===== config.mk =====
export PLATFORM = sky130hd
export DESIGN_NAME = arf_result_fifo
export DESIGN_NICKNAME = d
export VERILOG_FILES = /design/src/core/arf_pkg.sv /design/src/core/arf_result_fifo.sv
export VERILOG_INCLUDE_DIRS = /design/src /design/src/core
export SDC_FILE = /design/constraint.sdc
export NUM_CORES = 1
export LEC_CHECK = 0
export BUFFER_PORTS_ARGS = -buffer_cell sky130_fd_sc_hd__buf_2
export CAP_MARGIN = 20
export CORE_AREA = 8 8 173 175
export CTS_CLUSTER_SIZE = 12
export DETAILED_ROUTE_END_ITERATION = 7
export DIE_AREA = 0 0 181 183
export GPL_ROUTABILITY_DRIVEN = 0
export PLACE_DENSITY = 0.73
export SETUP_SLACK_MARGIN = 0.5
export SLEW_MARGIN = 0
export SYNTH_ARGS = -nofsm -noshare
export SYNTH_HDL_FRONTEND = slang
export SYNTH_SLANG_ARGS = --single-unit

===== constraint.sdc =====
create_clock -name mclk -period 6.52 [get_ports mclk]
set_clock_uncertainty 0.15 [all_clocks]
set_input_delay 0.326 -clock mclk [delete_from_list [all_inputs] [get_ports mclk]]
set_output_delay 0.326 -clock mclk [all_outputs]
set_load 0.01 [all_outputs]

===== src/core/arf_params.svh =====
// Constants of the result buffer and host port: addresses, reset values,
// field positions and trigger levels. Included by the package and the core.
`ifndef ARF_PARAMS_SVH
`define ARF_PARAMS_SVH
`define ARF_DEPTH 16
`define ARF_CNT_W 5
`define ARF_PTR_W 4
`define ARF_DATA_W 12
`define ARF_CFG_W 10
`define ARF_ADDR_LSB 10
`define ARF_ADDR_CFG0 2'h0
`define ARF_ADDR_CFG1 2'h1
`define ARF_CFG0_RST 10'h020
`define ARF_CFG1_RST 10'h000
`define ARF_CFG1_CLEAR_BIT 1
`define ARF_CFG1_RESET_BIT 0
`define ARF_LVL_T0 5'h01
`define ARF_LVL_T1 5'h04
`define ARF_LVL_T2 5'h08
`define ARF_LVL_T3 5'h0E
`define ARF_PIN_IDLE 16'hB000
`endif


===== src/core/arf_pkg.sv =====
// Types of the result buffer: the two configuration register layouts.
// Assumes arf_params.svh sits in the include path.
`include "arf_params.svh"
package arf_pkg;
  typedef struct packed {
    logic [1:0] selftest_voltage_sel;
    logic scan_enable;
    logic [1:0] balanced_input_count;
    logic [1:0] input_pick;
    logic sleep_enable;
    logic conv_mode;
    logic ref_select;
  } arf_cfg0_type;

  typedef struct packed {
    logic config_readback_enable;
    logic offset_enable;
    logic output_code_format;
    logic read_write_sel;
    logic ready_polarity;
    logic ready_type;
    logic [1:0] fill_threshold_sel;
    logic overflow_or_buffer_clear;
    logic soft_reset;
  } arf_cfg1_type;
endpackage : arf_pkg


===== src/core/arf_result_fifo.sv =====
// Result buffer and parallel host port of a multichannel converter.
// Assumes conversion words arrive on mclk with valid/ready, and that host
// pins are asynchronous to mclk and are held for several mclk periods.
// Functional notes
// Sixteen-word circular result buffer.
// Conversion words stored without host action.
// Read pointer addresses next word delivered.
// Write pointer addresses last stored word.
// Autoscan order fixes channel per position.
// Pulse when written count reaches trigger.
// Host reads exactly trigger-level words per pulse.
// Each block starts with first scan channel.
// Programmable trigger; single input 1,4,8,14.
// Data-available is an active-low pulse.
// Read strobe combines both selects and read.
// Two ten-bit configuration registers.
// D0-D9 value, D10/D11 register address.
// Host never writes with D11 high.
// First register field layout.
// Second register field layout.
// Host follows configuration flow first.
// Sleep still allows register and buffer access.
// Test voltage mode suppresses data-available.
// Pointers wrap modulo sixteen.
`timescale 1ns/1ns
`include "arf_params.svh"
module arf_result_fifo
  import arf_pkg::*;
#(
  parameter int DEPTH = `ARF_DEPTH
)
(
  // Clock and reset
  input wire logic mclk,
  input wire logic srst,
  // Conversion result stream
  input wire logic conv_valid,
  input wire logic [`ARF_DATA_W-1:0] conv_data,
  output logic conv_ready,
  output logic [1:0] conv_chan,
  // Host pins
  input wire logic chip_select_low_n,
  input wire logic chip_select_high,
  input wire logic rd_n,
  input wire logic wr_n,
  input wire logic [`ARF_DATA_W-1:0] data_in,
  output logic [`ARF_DATA_W-1:0] data_out,
  output logic data_oe,
  output logic block_ready_pulse_n,
  // Configuration seen by the converter core
  output arf_cfg0_type input_and_mode_config,
  output arf_cfg1_type buffer_and_output_config
);

  // ==========================================================================
  // Pin synchronisers
  logic [15:0] pin_s1_q;
  logic [15:0] pin_s2_q;
  logic rd_prev_q;
  logic wr_prev_q;
  // read strobe combine
  wire rd_act = ~pin_s2_q[15] & pin_s2_q[14] & ~pin_s2_q[13];
  wire wr_act = ~pin_s2_q[15] & pin_s2_q[14] & ~pin_s2_q[12];
  always_ff @(posedge mclk)
  begin
    if (srst)
    begin
      pin_s1_q <= `ARF_PIN_IDLE;
      pin_s2_q <= `ARF_PIN_IDLE;
      rd_prev_q <= 1'b0;
      wr_prev_q <= 1'b0;
    end
    else
    begin
      pin_s1_q <= {chip_select_low_n, chip_select_high, rd_n, wr_n, data_in};
      pin_s2_q <= pin_s1_q;
      rd_prev_q <= rd_act;
      wr_prev_q <= wr_act;
    end
  end

  wire rd_start = rd_act & ~rd_prev_q;
  wire wr_start = wr_act & ~wr_prev_q;
  wire [`ARF_DATA_W-1:0] bus_word = pin_s2_q[`ARF_DATA_W-1:0];
  // address from upper lines
  wire [1:0] reg_addr = bus_word[`ARF_DATA_W-1:`ARF_ADDR_LSB];
  wire [`ARF_CFG_W-1:0] reg_value = bus_word[`ARF_CFG_W-1:0];
  wire wr_cfg0 = wr_start & (reg_addr == `ARF_ADDR_CFG0);
  wire wr_cfg1 = wr_start & (reg_addr == `ARF_ADDR_CFG1);

  // ==========================================================================
  // Configuration registers
  arf_cfg0_type cfg0_q;
  arf_cfg1_type cfg1_q;
  // Clear and reset bits act once and never stay set
  wire soft_reset = wr_cfg1 & reg_value[`ARF_CFG1_RESET_BIT];
  wire flush = wr_cfg1 & (reg_value[`ARF_CFG1_CLEAR_BIT] | reg_value[`ARF_CFG1_RESET_BIT]);
  wire [`ARF_CFG_W-1:0] cfg1_wval = reg_value & ~`ARF_CFG_W'h003;

  // two ten-bit registers
  // field layout
  always_ff @(posedge mclk)
  begin
    if (srst)
    begin
      cfg0_q <= `ARF_CFG0_RST;
      cfg1_q <= `ARF_CFG1_RST;
    end
    else if (soft_reset)
    begin
      cfg0_q <= `ARF_CFG0_RST;
      cfg1_q <= `ARF_CFG1_RST;
    end
    else
    begin
      if (wr_cfg0)
        cfg0_q <= reg_value;
      if (wr_cfg1)
        cfg1_q <= cfg1_wval;
    end
  end
  // upper codes reserved
  // Writes with reg_addr[1] set match neither decode and are dropped.

  assign input_and_mode_config = cfg0_q;
  assign buffer_and_output_config = cfg1_q;

  // ==========================================================================
  // Scan order and trigger level
  wire [2:0] n_chan = cfg0_q.scan_enable ? ({1'b0, cfg0_q.input_pick} + 3'h1) : 3'h1;
  wire [1:0] trig = cfg1_q.fill_threshold_sel;
  wire [4:0] multi_lvl = 5'(n_chan) * (5'(trig) + 5'h01);
  // selectable trigger level
  wire [4:0] one_lvl = (trig == 2'h0) ? `ARF_LVL_T0 :
                       (trig == 2'h1) ? `ARF_LVL_T1 :
                       (trig == 2'h2) ? `ARF_LVL_T2 : `ARF_LVL_T3;
  // Levels for several channels are whole scans so blocks stay aligned
  wire [4:0] trig_lvl = (n_chan == 3'h1) ? one_lvl :
                        (multi_lvl > 5'(DEPTH)) ? 5'(DEPTH) : multi_lvl;
  wire test_mode = cfg0_q.selftest_voltage_sel != 2'h0;

  // ==========================================================================
  // Two-entry skid buffer on the conversion stream
  logic [`ARF_DATA_W-1:0] sk_mem_q [2];
  logic sk_head_q;
  logic [1:0] sk_cnt_q;
  logic [1:0] chan_q;
  wire sk_in = conv_valid & conv_ready;
  wire sk_valid = sk_cnt_q != 2'h0;
  logic [`ARF_CNT_W-1:0] count_q;
  logic avail_n_q;
  // automatic store
  // A store waits out the pulse cycle, so two pulses never merge into one
  // long low level; the skid buffer absorbs the one-cycle stall.
  wire push = sk_valid & (count_q < `ARF_CNT_W'(DEPTH)) & ~flush & avail_n_q;
  // Sleep stops new conversions only; host reads stay served
  assign conv_ready = (sk_cnt_q != 2'h2) & ~cfg0_q.sleep_enable;
  assign conv_chan = chan_q;

  always_ff @(posedge mclk)
  begin
    if (srst || flush)
    begin
      sk_head_q <= 1'b0;
      sk_cnt_q <= 2'h0;
      chan_q <= 2'h0;
    end
    else
    begin
      if (sk_in)
        sk_mem_q[sk_head_q ^ sk_cnt_q[0]] <= conv_data;
      if (push)
        sk_head_q <= ~sk_head_q;
      sk_cnt_q <= sk_cnt_q + {1'b0, sk_in} - {1'b0, push};
      // fixed scan order
      // A new scan setup restarts at the first channel
      if (wr_cfg0)
        chan_q <= 2'h0;
      else if (sk_in)
        chan_q <= (3'({1'b0, chan_q}) + 3'h1 >= n_chan) ? 2'h0 : chan_q + 2'h1;
    end
  end

  // ==========================================================================
  // Circular buffer
  logic [`ARF_DATA_W-1:0] mem_q [DEPTH];
  logic [`ARF_PTR_W-1:0] last_ptr_q;
  logic [`ARF_PTR_W-1:0] rd_ptr_q;
  logic [`ARF_CNT_W-1:0] blk_cnt_q;
  logic [`ARF_DATA_W-1:0] data_out_q;
  // R18 reads not gated by sleep
  wire pop = rd_start & (count_q != `ARF_CNT_W'h0) & ~flush;
  wire [`ARF_PTR_W-1:0] wr_slot = last_ptr_q + `ARF_PTR_W'h1;
  wire [`ARF_DATA_W-1:0] head_word = mem_q[rd_ptr_q];
  // Two's complement differs from offset binary only in the sign bit
  wire [`ARF_DATA_W-1:0] fmt_word =
    {head_word[`ARF_DATA_W-1] ^ cfg1_q.output_code_format, head_word[`ARF_DATA_W-2:0]};
  wire blk_done = push & (blk_cnt_q + `ARF_CNT_W'h1 >= trig_lvl);

  always_ff @(posedge mclk)
  begin
    if (push)
      mem_q[wr_slot] <= sk_mem_q[sk_head_q];
  end

  always_ff @(posedge mclk)
  begin
    if (srst || flush)
    begin
      last_ptr_q <= `ARF_PTR_W'hF;
      rd_ptr_q <= `ARF_PTR_W'h0;
      count_q <= `ARF_CNT_W'h0;
      blk_cnt_q <= `ARF_CNT_W'h0;
      avail_n_q <= 1'b1;
    end
    else
    begin
      // capacity and wrap
      // last written slot
      if (push)
        last_ptr_q <= wr_slot;
      // next word to read
      if (pop)
        rd_ptr_q <= rd_ptr_q + `ARF_PTR_W'h1;
      count_q <= count_q + {4'h0, push} - {4'h0, pop};
      // block counting
      blk_cnt_q <= blk_done ? `ARF_CNT_W'h0 : blk_cnt_q + {4'h0, push};
      // low pulse
      avail_n_q <= ~(blk_done & ~test_mode);
    end
  end

  always_ff @(posedge mclk)
  begin
    if (srst)
      data_out_q <= `ARF_DATA_W'h000;
    else if (pop)
      data_out_q <= fmt_word;
  end

  // host reads one block
  // The host owns the block size; extra reads on an empty buffer keep old data.
  assign data_out = data_out_q;
  assign data_oe = rd_act;
  assign block_ready_pulse_n = avail_n_q;
endmodule : arf_result_fifo


==> flow_metrics.py <==
metrics = {
    "outcome": {
        "status": "completed",
    },
    "pwr": {
        "total_leakage_power_nw": 4.89,
        "power.density_nw_per_um2": 343,
        "max-vdd-ir-drop_mv": 0.246,
    },
    "synth": {
        "synth_edf_count": 216,
        "async_flop_share_pct": 0,
        "ys.flop_type": "edfxtp_1",
        "yosysUniqueCellTypes": 51,
        "synth_top_area_cell": "edfxtp_1",
        "seq_area_frac_synth_pct": 69.3,
        "synth_warnings": 0,
        "yosys-top-cells-count": "edfxtp_1 (216), dfxtp_1 (93), mux4_2 (48), nor2_1 (37), ha_1 (35)",
        "ys_seq_elements": 309,
        "synth_most_common_cell": "edfxtp_1",
        "yosysTopAreaCellShare_pct": 53.8,
        "synth_area_um2": 12000,
        "syn_avg_cell_area_um2": 16.3,
        "syn_inst": 740,
        "yosys-top-cells-area": "edfxtp_1 (54%), dfxtp_1 (15%), mux4_2 (9.0%)",
    },
    "grt": {
        "grtUsageTotal_pct": 14.0,
        "antenna_found_initial": 0,
        "first_global_vias": 6593,
        "grt_max_degree": 51,
        "grt_pass1_wl_um": 36900,
        "grt-ovfl-total": 0,
    },
    "timing": {
        "timing.slew.headroom_pct": 31.4,
        "rsz0062_at_grt": "no",
        "worst_slew_pin_slew_ns": 1.03,
        "setup_viol": 0,
        "tns_ns": 0,
        "fmax_mhz": 219,
        "fin_crit_ns": 4.56,
        "hold_viol_final": 0,
        "min_period_over_period_pct": 70.0,
        "whs_ns": 0.0770,
        "slew_violations": 0,
    },
    "clocking": {
        "worstSkewPairLatency_ns": 0.57,
        "cts_root_buf": "clkbuf_16",
        "post_cts_buffers": 0,
        "cts_resized": 0,
        "cts_sinks": 309,
        "h-tree-depth": 1,
        "cts_tree": "built",
        "cts_buffers": 31,
        "cts_hold_buf": 28,
        "clk_path_buf_depth": 3,
        "clk_pin_slew_ns": 0.06,
    },
    "die": {
        "start_util_pct": 44.1,
        "dieArea_um2": 33100,
        "core_area_um2": 27300,
        "dieHeight_um": 183,
        "fp.dieW_um": 181,
        "ios": 68,
        "rows": 61,
    },
    "run": {
        "drv_cap": 0,
    },
    "hold_path": {
        "whs_endpoint": "conv_chan[1]$_SDFFE_PP0P_",
        "hold_depth": 4,
        "hp-start": "conv_valid",
        "hp-class": "in2reg",
    },
    "placed_design": {
        "place.detailed.hpwl_um": 14700,
        "place.port_buffers": 65,
        "place_inst": 1133,
    },
    "layout": {
        "nets": 919,
        "syn_to_final_growth_pct": 16.3,
        "drive_gt1_share_pct": 23.5,
        "final_cells": 1219,
        "diodes": 0,
    },
    "drt": {
        "vias_per_cell": 5.28,
        "drc_errors": 0,
        "drt_wl_total_um": 23200,
        "drtIter0Drc": 522,
        "dr.pass1.iters": 4,
        "vias": 6435,
        "routedWlPerCell_um": 19.0,
        "drtAntennaViolNets": 0,
    },
    "setup_path": {
        "critPathRequiredTime_ns": 6.82,
        "reg2reg_depth": 17,
        "cp-start-kind": "flip-flop",
        "critical_path_arrival_ns": 4.87,
        "reg2reg_to": "blk_cnt_q[2]$_SDFF_PP0_",
        "crit_type": "reg2reg",
        "rrSetupSlack_ns": 1.96,
        "path_max_fanout": 7,
        "crit-reg2reg-launch": "trig[0]$_SDFFE_PP0P_",
        "worstSetupEndpointType": "flip-flop",
    },
}
[stage by stage]
step | power [mW] | cell area, um^2 | worst slack (ns) | util (%)
final | 4.81 | 14000 | 1.96 | 51.3
after global routing | 5.02 | 14000 | 1.64 | 51.3
after CTS | 4.84 | 14000 | 1.95 | 51.2
after detailed placement | 3.23 | 12800 | 1.99 | 46.8
after global placement | 3.20 | 12800 | 2.11 | 46.8
after floorplan | 2.99 | 12000 | 2.21 | -
[worst max-delay path: stages (launching register included)]
cell	delay, ns
dfxtp_1	0.44
inv_1	0.13
ha_1	0.33
nand3_1	0.12
fa_1	0.54
inv_1	0.04
ha_1	0.20
fa_1	0.39
xor2_1	0.18
xnor2_1	0.20
nor2_1	0.11
a32o_1	0.27
ha_1	0.26
nand2b_1	0.13
a21o_1	0.17
a211o_1	0.28
a31o_2	0.28
a211oi_1	0.24
[per-layer routing]
| metal | track usage (%) | vias up | wire length [um] |
|---|---|---|---|
| met1 | 18.8 | 3222 | 10300 |
| met2 | 23.6 | 147 | 11500 |
| met5 | 0 | - | 0 |
| met4 | 3.80 | 0 | 426 |
| met3 | 1.96 | 37 | 1010 |
| li1 | - | 3029 | - |
[final cells by class]
type | count | area [um^2]
Timing Repair Buffer | 114 | 777
Tap cell | 346 | 433
Clock inverter | 5 | 47.5
Multi-Input combinational cell | 376 | 3470
Inverter | 18 | 67.6
Clock buffer | 51 | 861
Sequential cell | 309 | 8350
Fill cell | 2185 | 13300
[flip-flops by register name, summed over array words and instances (netlist names), named ones only]
name and count:
blk_cnt_q 5, block_ready_pulse_n 1, buffer_and_output_config 6, conv_chan 2
count_q 5, data_out 12, input_and_mode_config 10, last_ptr_q 4
mem_q 192, pin_s1_q 16, pin_s2_q 16, rd_prev_q 1
rd_ptr_q 4, sk_cnt_q 2, sk_head_q 1, sk_mem_q 24
trig 2, wr_prev_q 1
[placed cells by master (no fill, tap or decap), types with 19 or more instances in the layout]
cell type,Yosys,final
clkbuf_1,17,19
clkbuf_16,0,31
nand3_1,19,19
dlygate4sd3_1,0,28
nand2_1,26,26
mux4_2,48,48
ha_1,35,35
nor2_1,37,37
edfxtp_1,216,216
nor2b_1,29,29
dfxtp_1,93,91
buf_2,14,65
[how the worst max path moves through the flow]
stage	slack (ns)	end	start
finish	1.96	blk_cnt_q[2]$_SDFF_PP0_	trig[0]$_SDFFE_PP0P_
global route	1.64	blk_cnt_q[2]$_SDFF_PP0_	trig[0]$_SDFFE_PP0P_
CTS	1.95	blk_cnt_q[3]$_SDFF_PP0_	trig[0]$_SDFFE_PP0P_
floorplan	2.21	blk_cnt_q[2]$_SDFF_PP0_	trig[0]$_SDFFE_PP0P_
global placement	2.11	blk_cnt_q[4]$_SDFF_PP0_	trig[0]$_SDFFE_PP0P_
detailed placement	1.99	blk_cnt_q[3]$_SDFF_PP0_	trig[0]$_SDFFE_PP0P_
[power breakdown]
group	leakage (nW)	internal [mW]	total, mW	switching, mW
sequential	2.71	2.40	2.47	0.0747
clock	0.437	0.900	1.60	0.699
combinational	1.74	0.274	0.737	0.463
total	4.89	3.57	4.81	1.24
[cells by family (layout without fill, tap and decap cells)]
| group | count (synthesis) | after routing | synth area share, % |
|---|---|---|---|
| xor+xnor | 24 | 24 | 1.75 |
| buf+inv | 56 | 188 | 2.11 |
| simple gates | 166 | 166 | 7.14 |
| compound gates | 74 | 74 | 4.45 |
| mux | 72 | 72 | 11.1 |
| flops | 309 | 309 | 69.3 |
| other cells | 1 | 2 | 0.0311 |
| fa+ha+maj | 38 | 38 | 4.13 |
No activity file was read; power rests on OpenSTA's default activity.
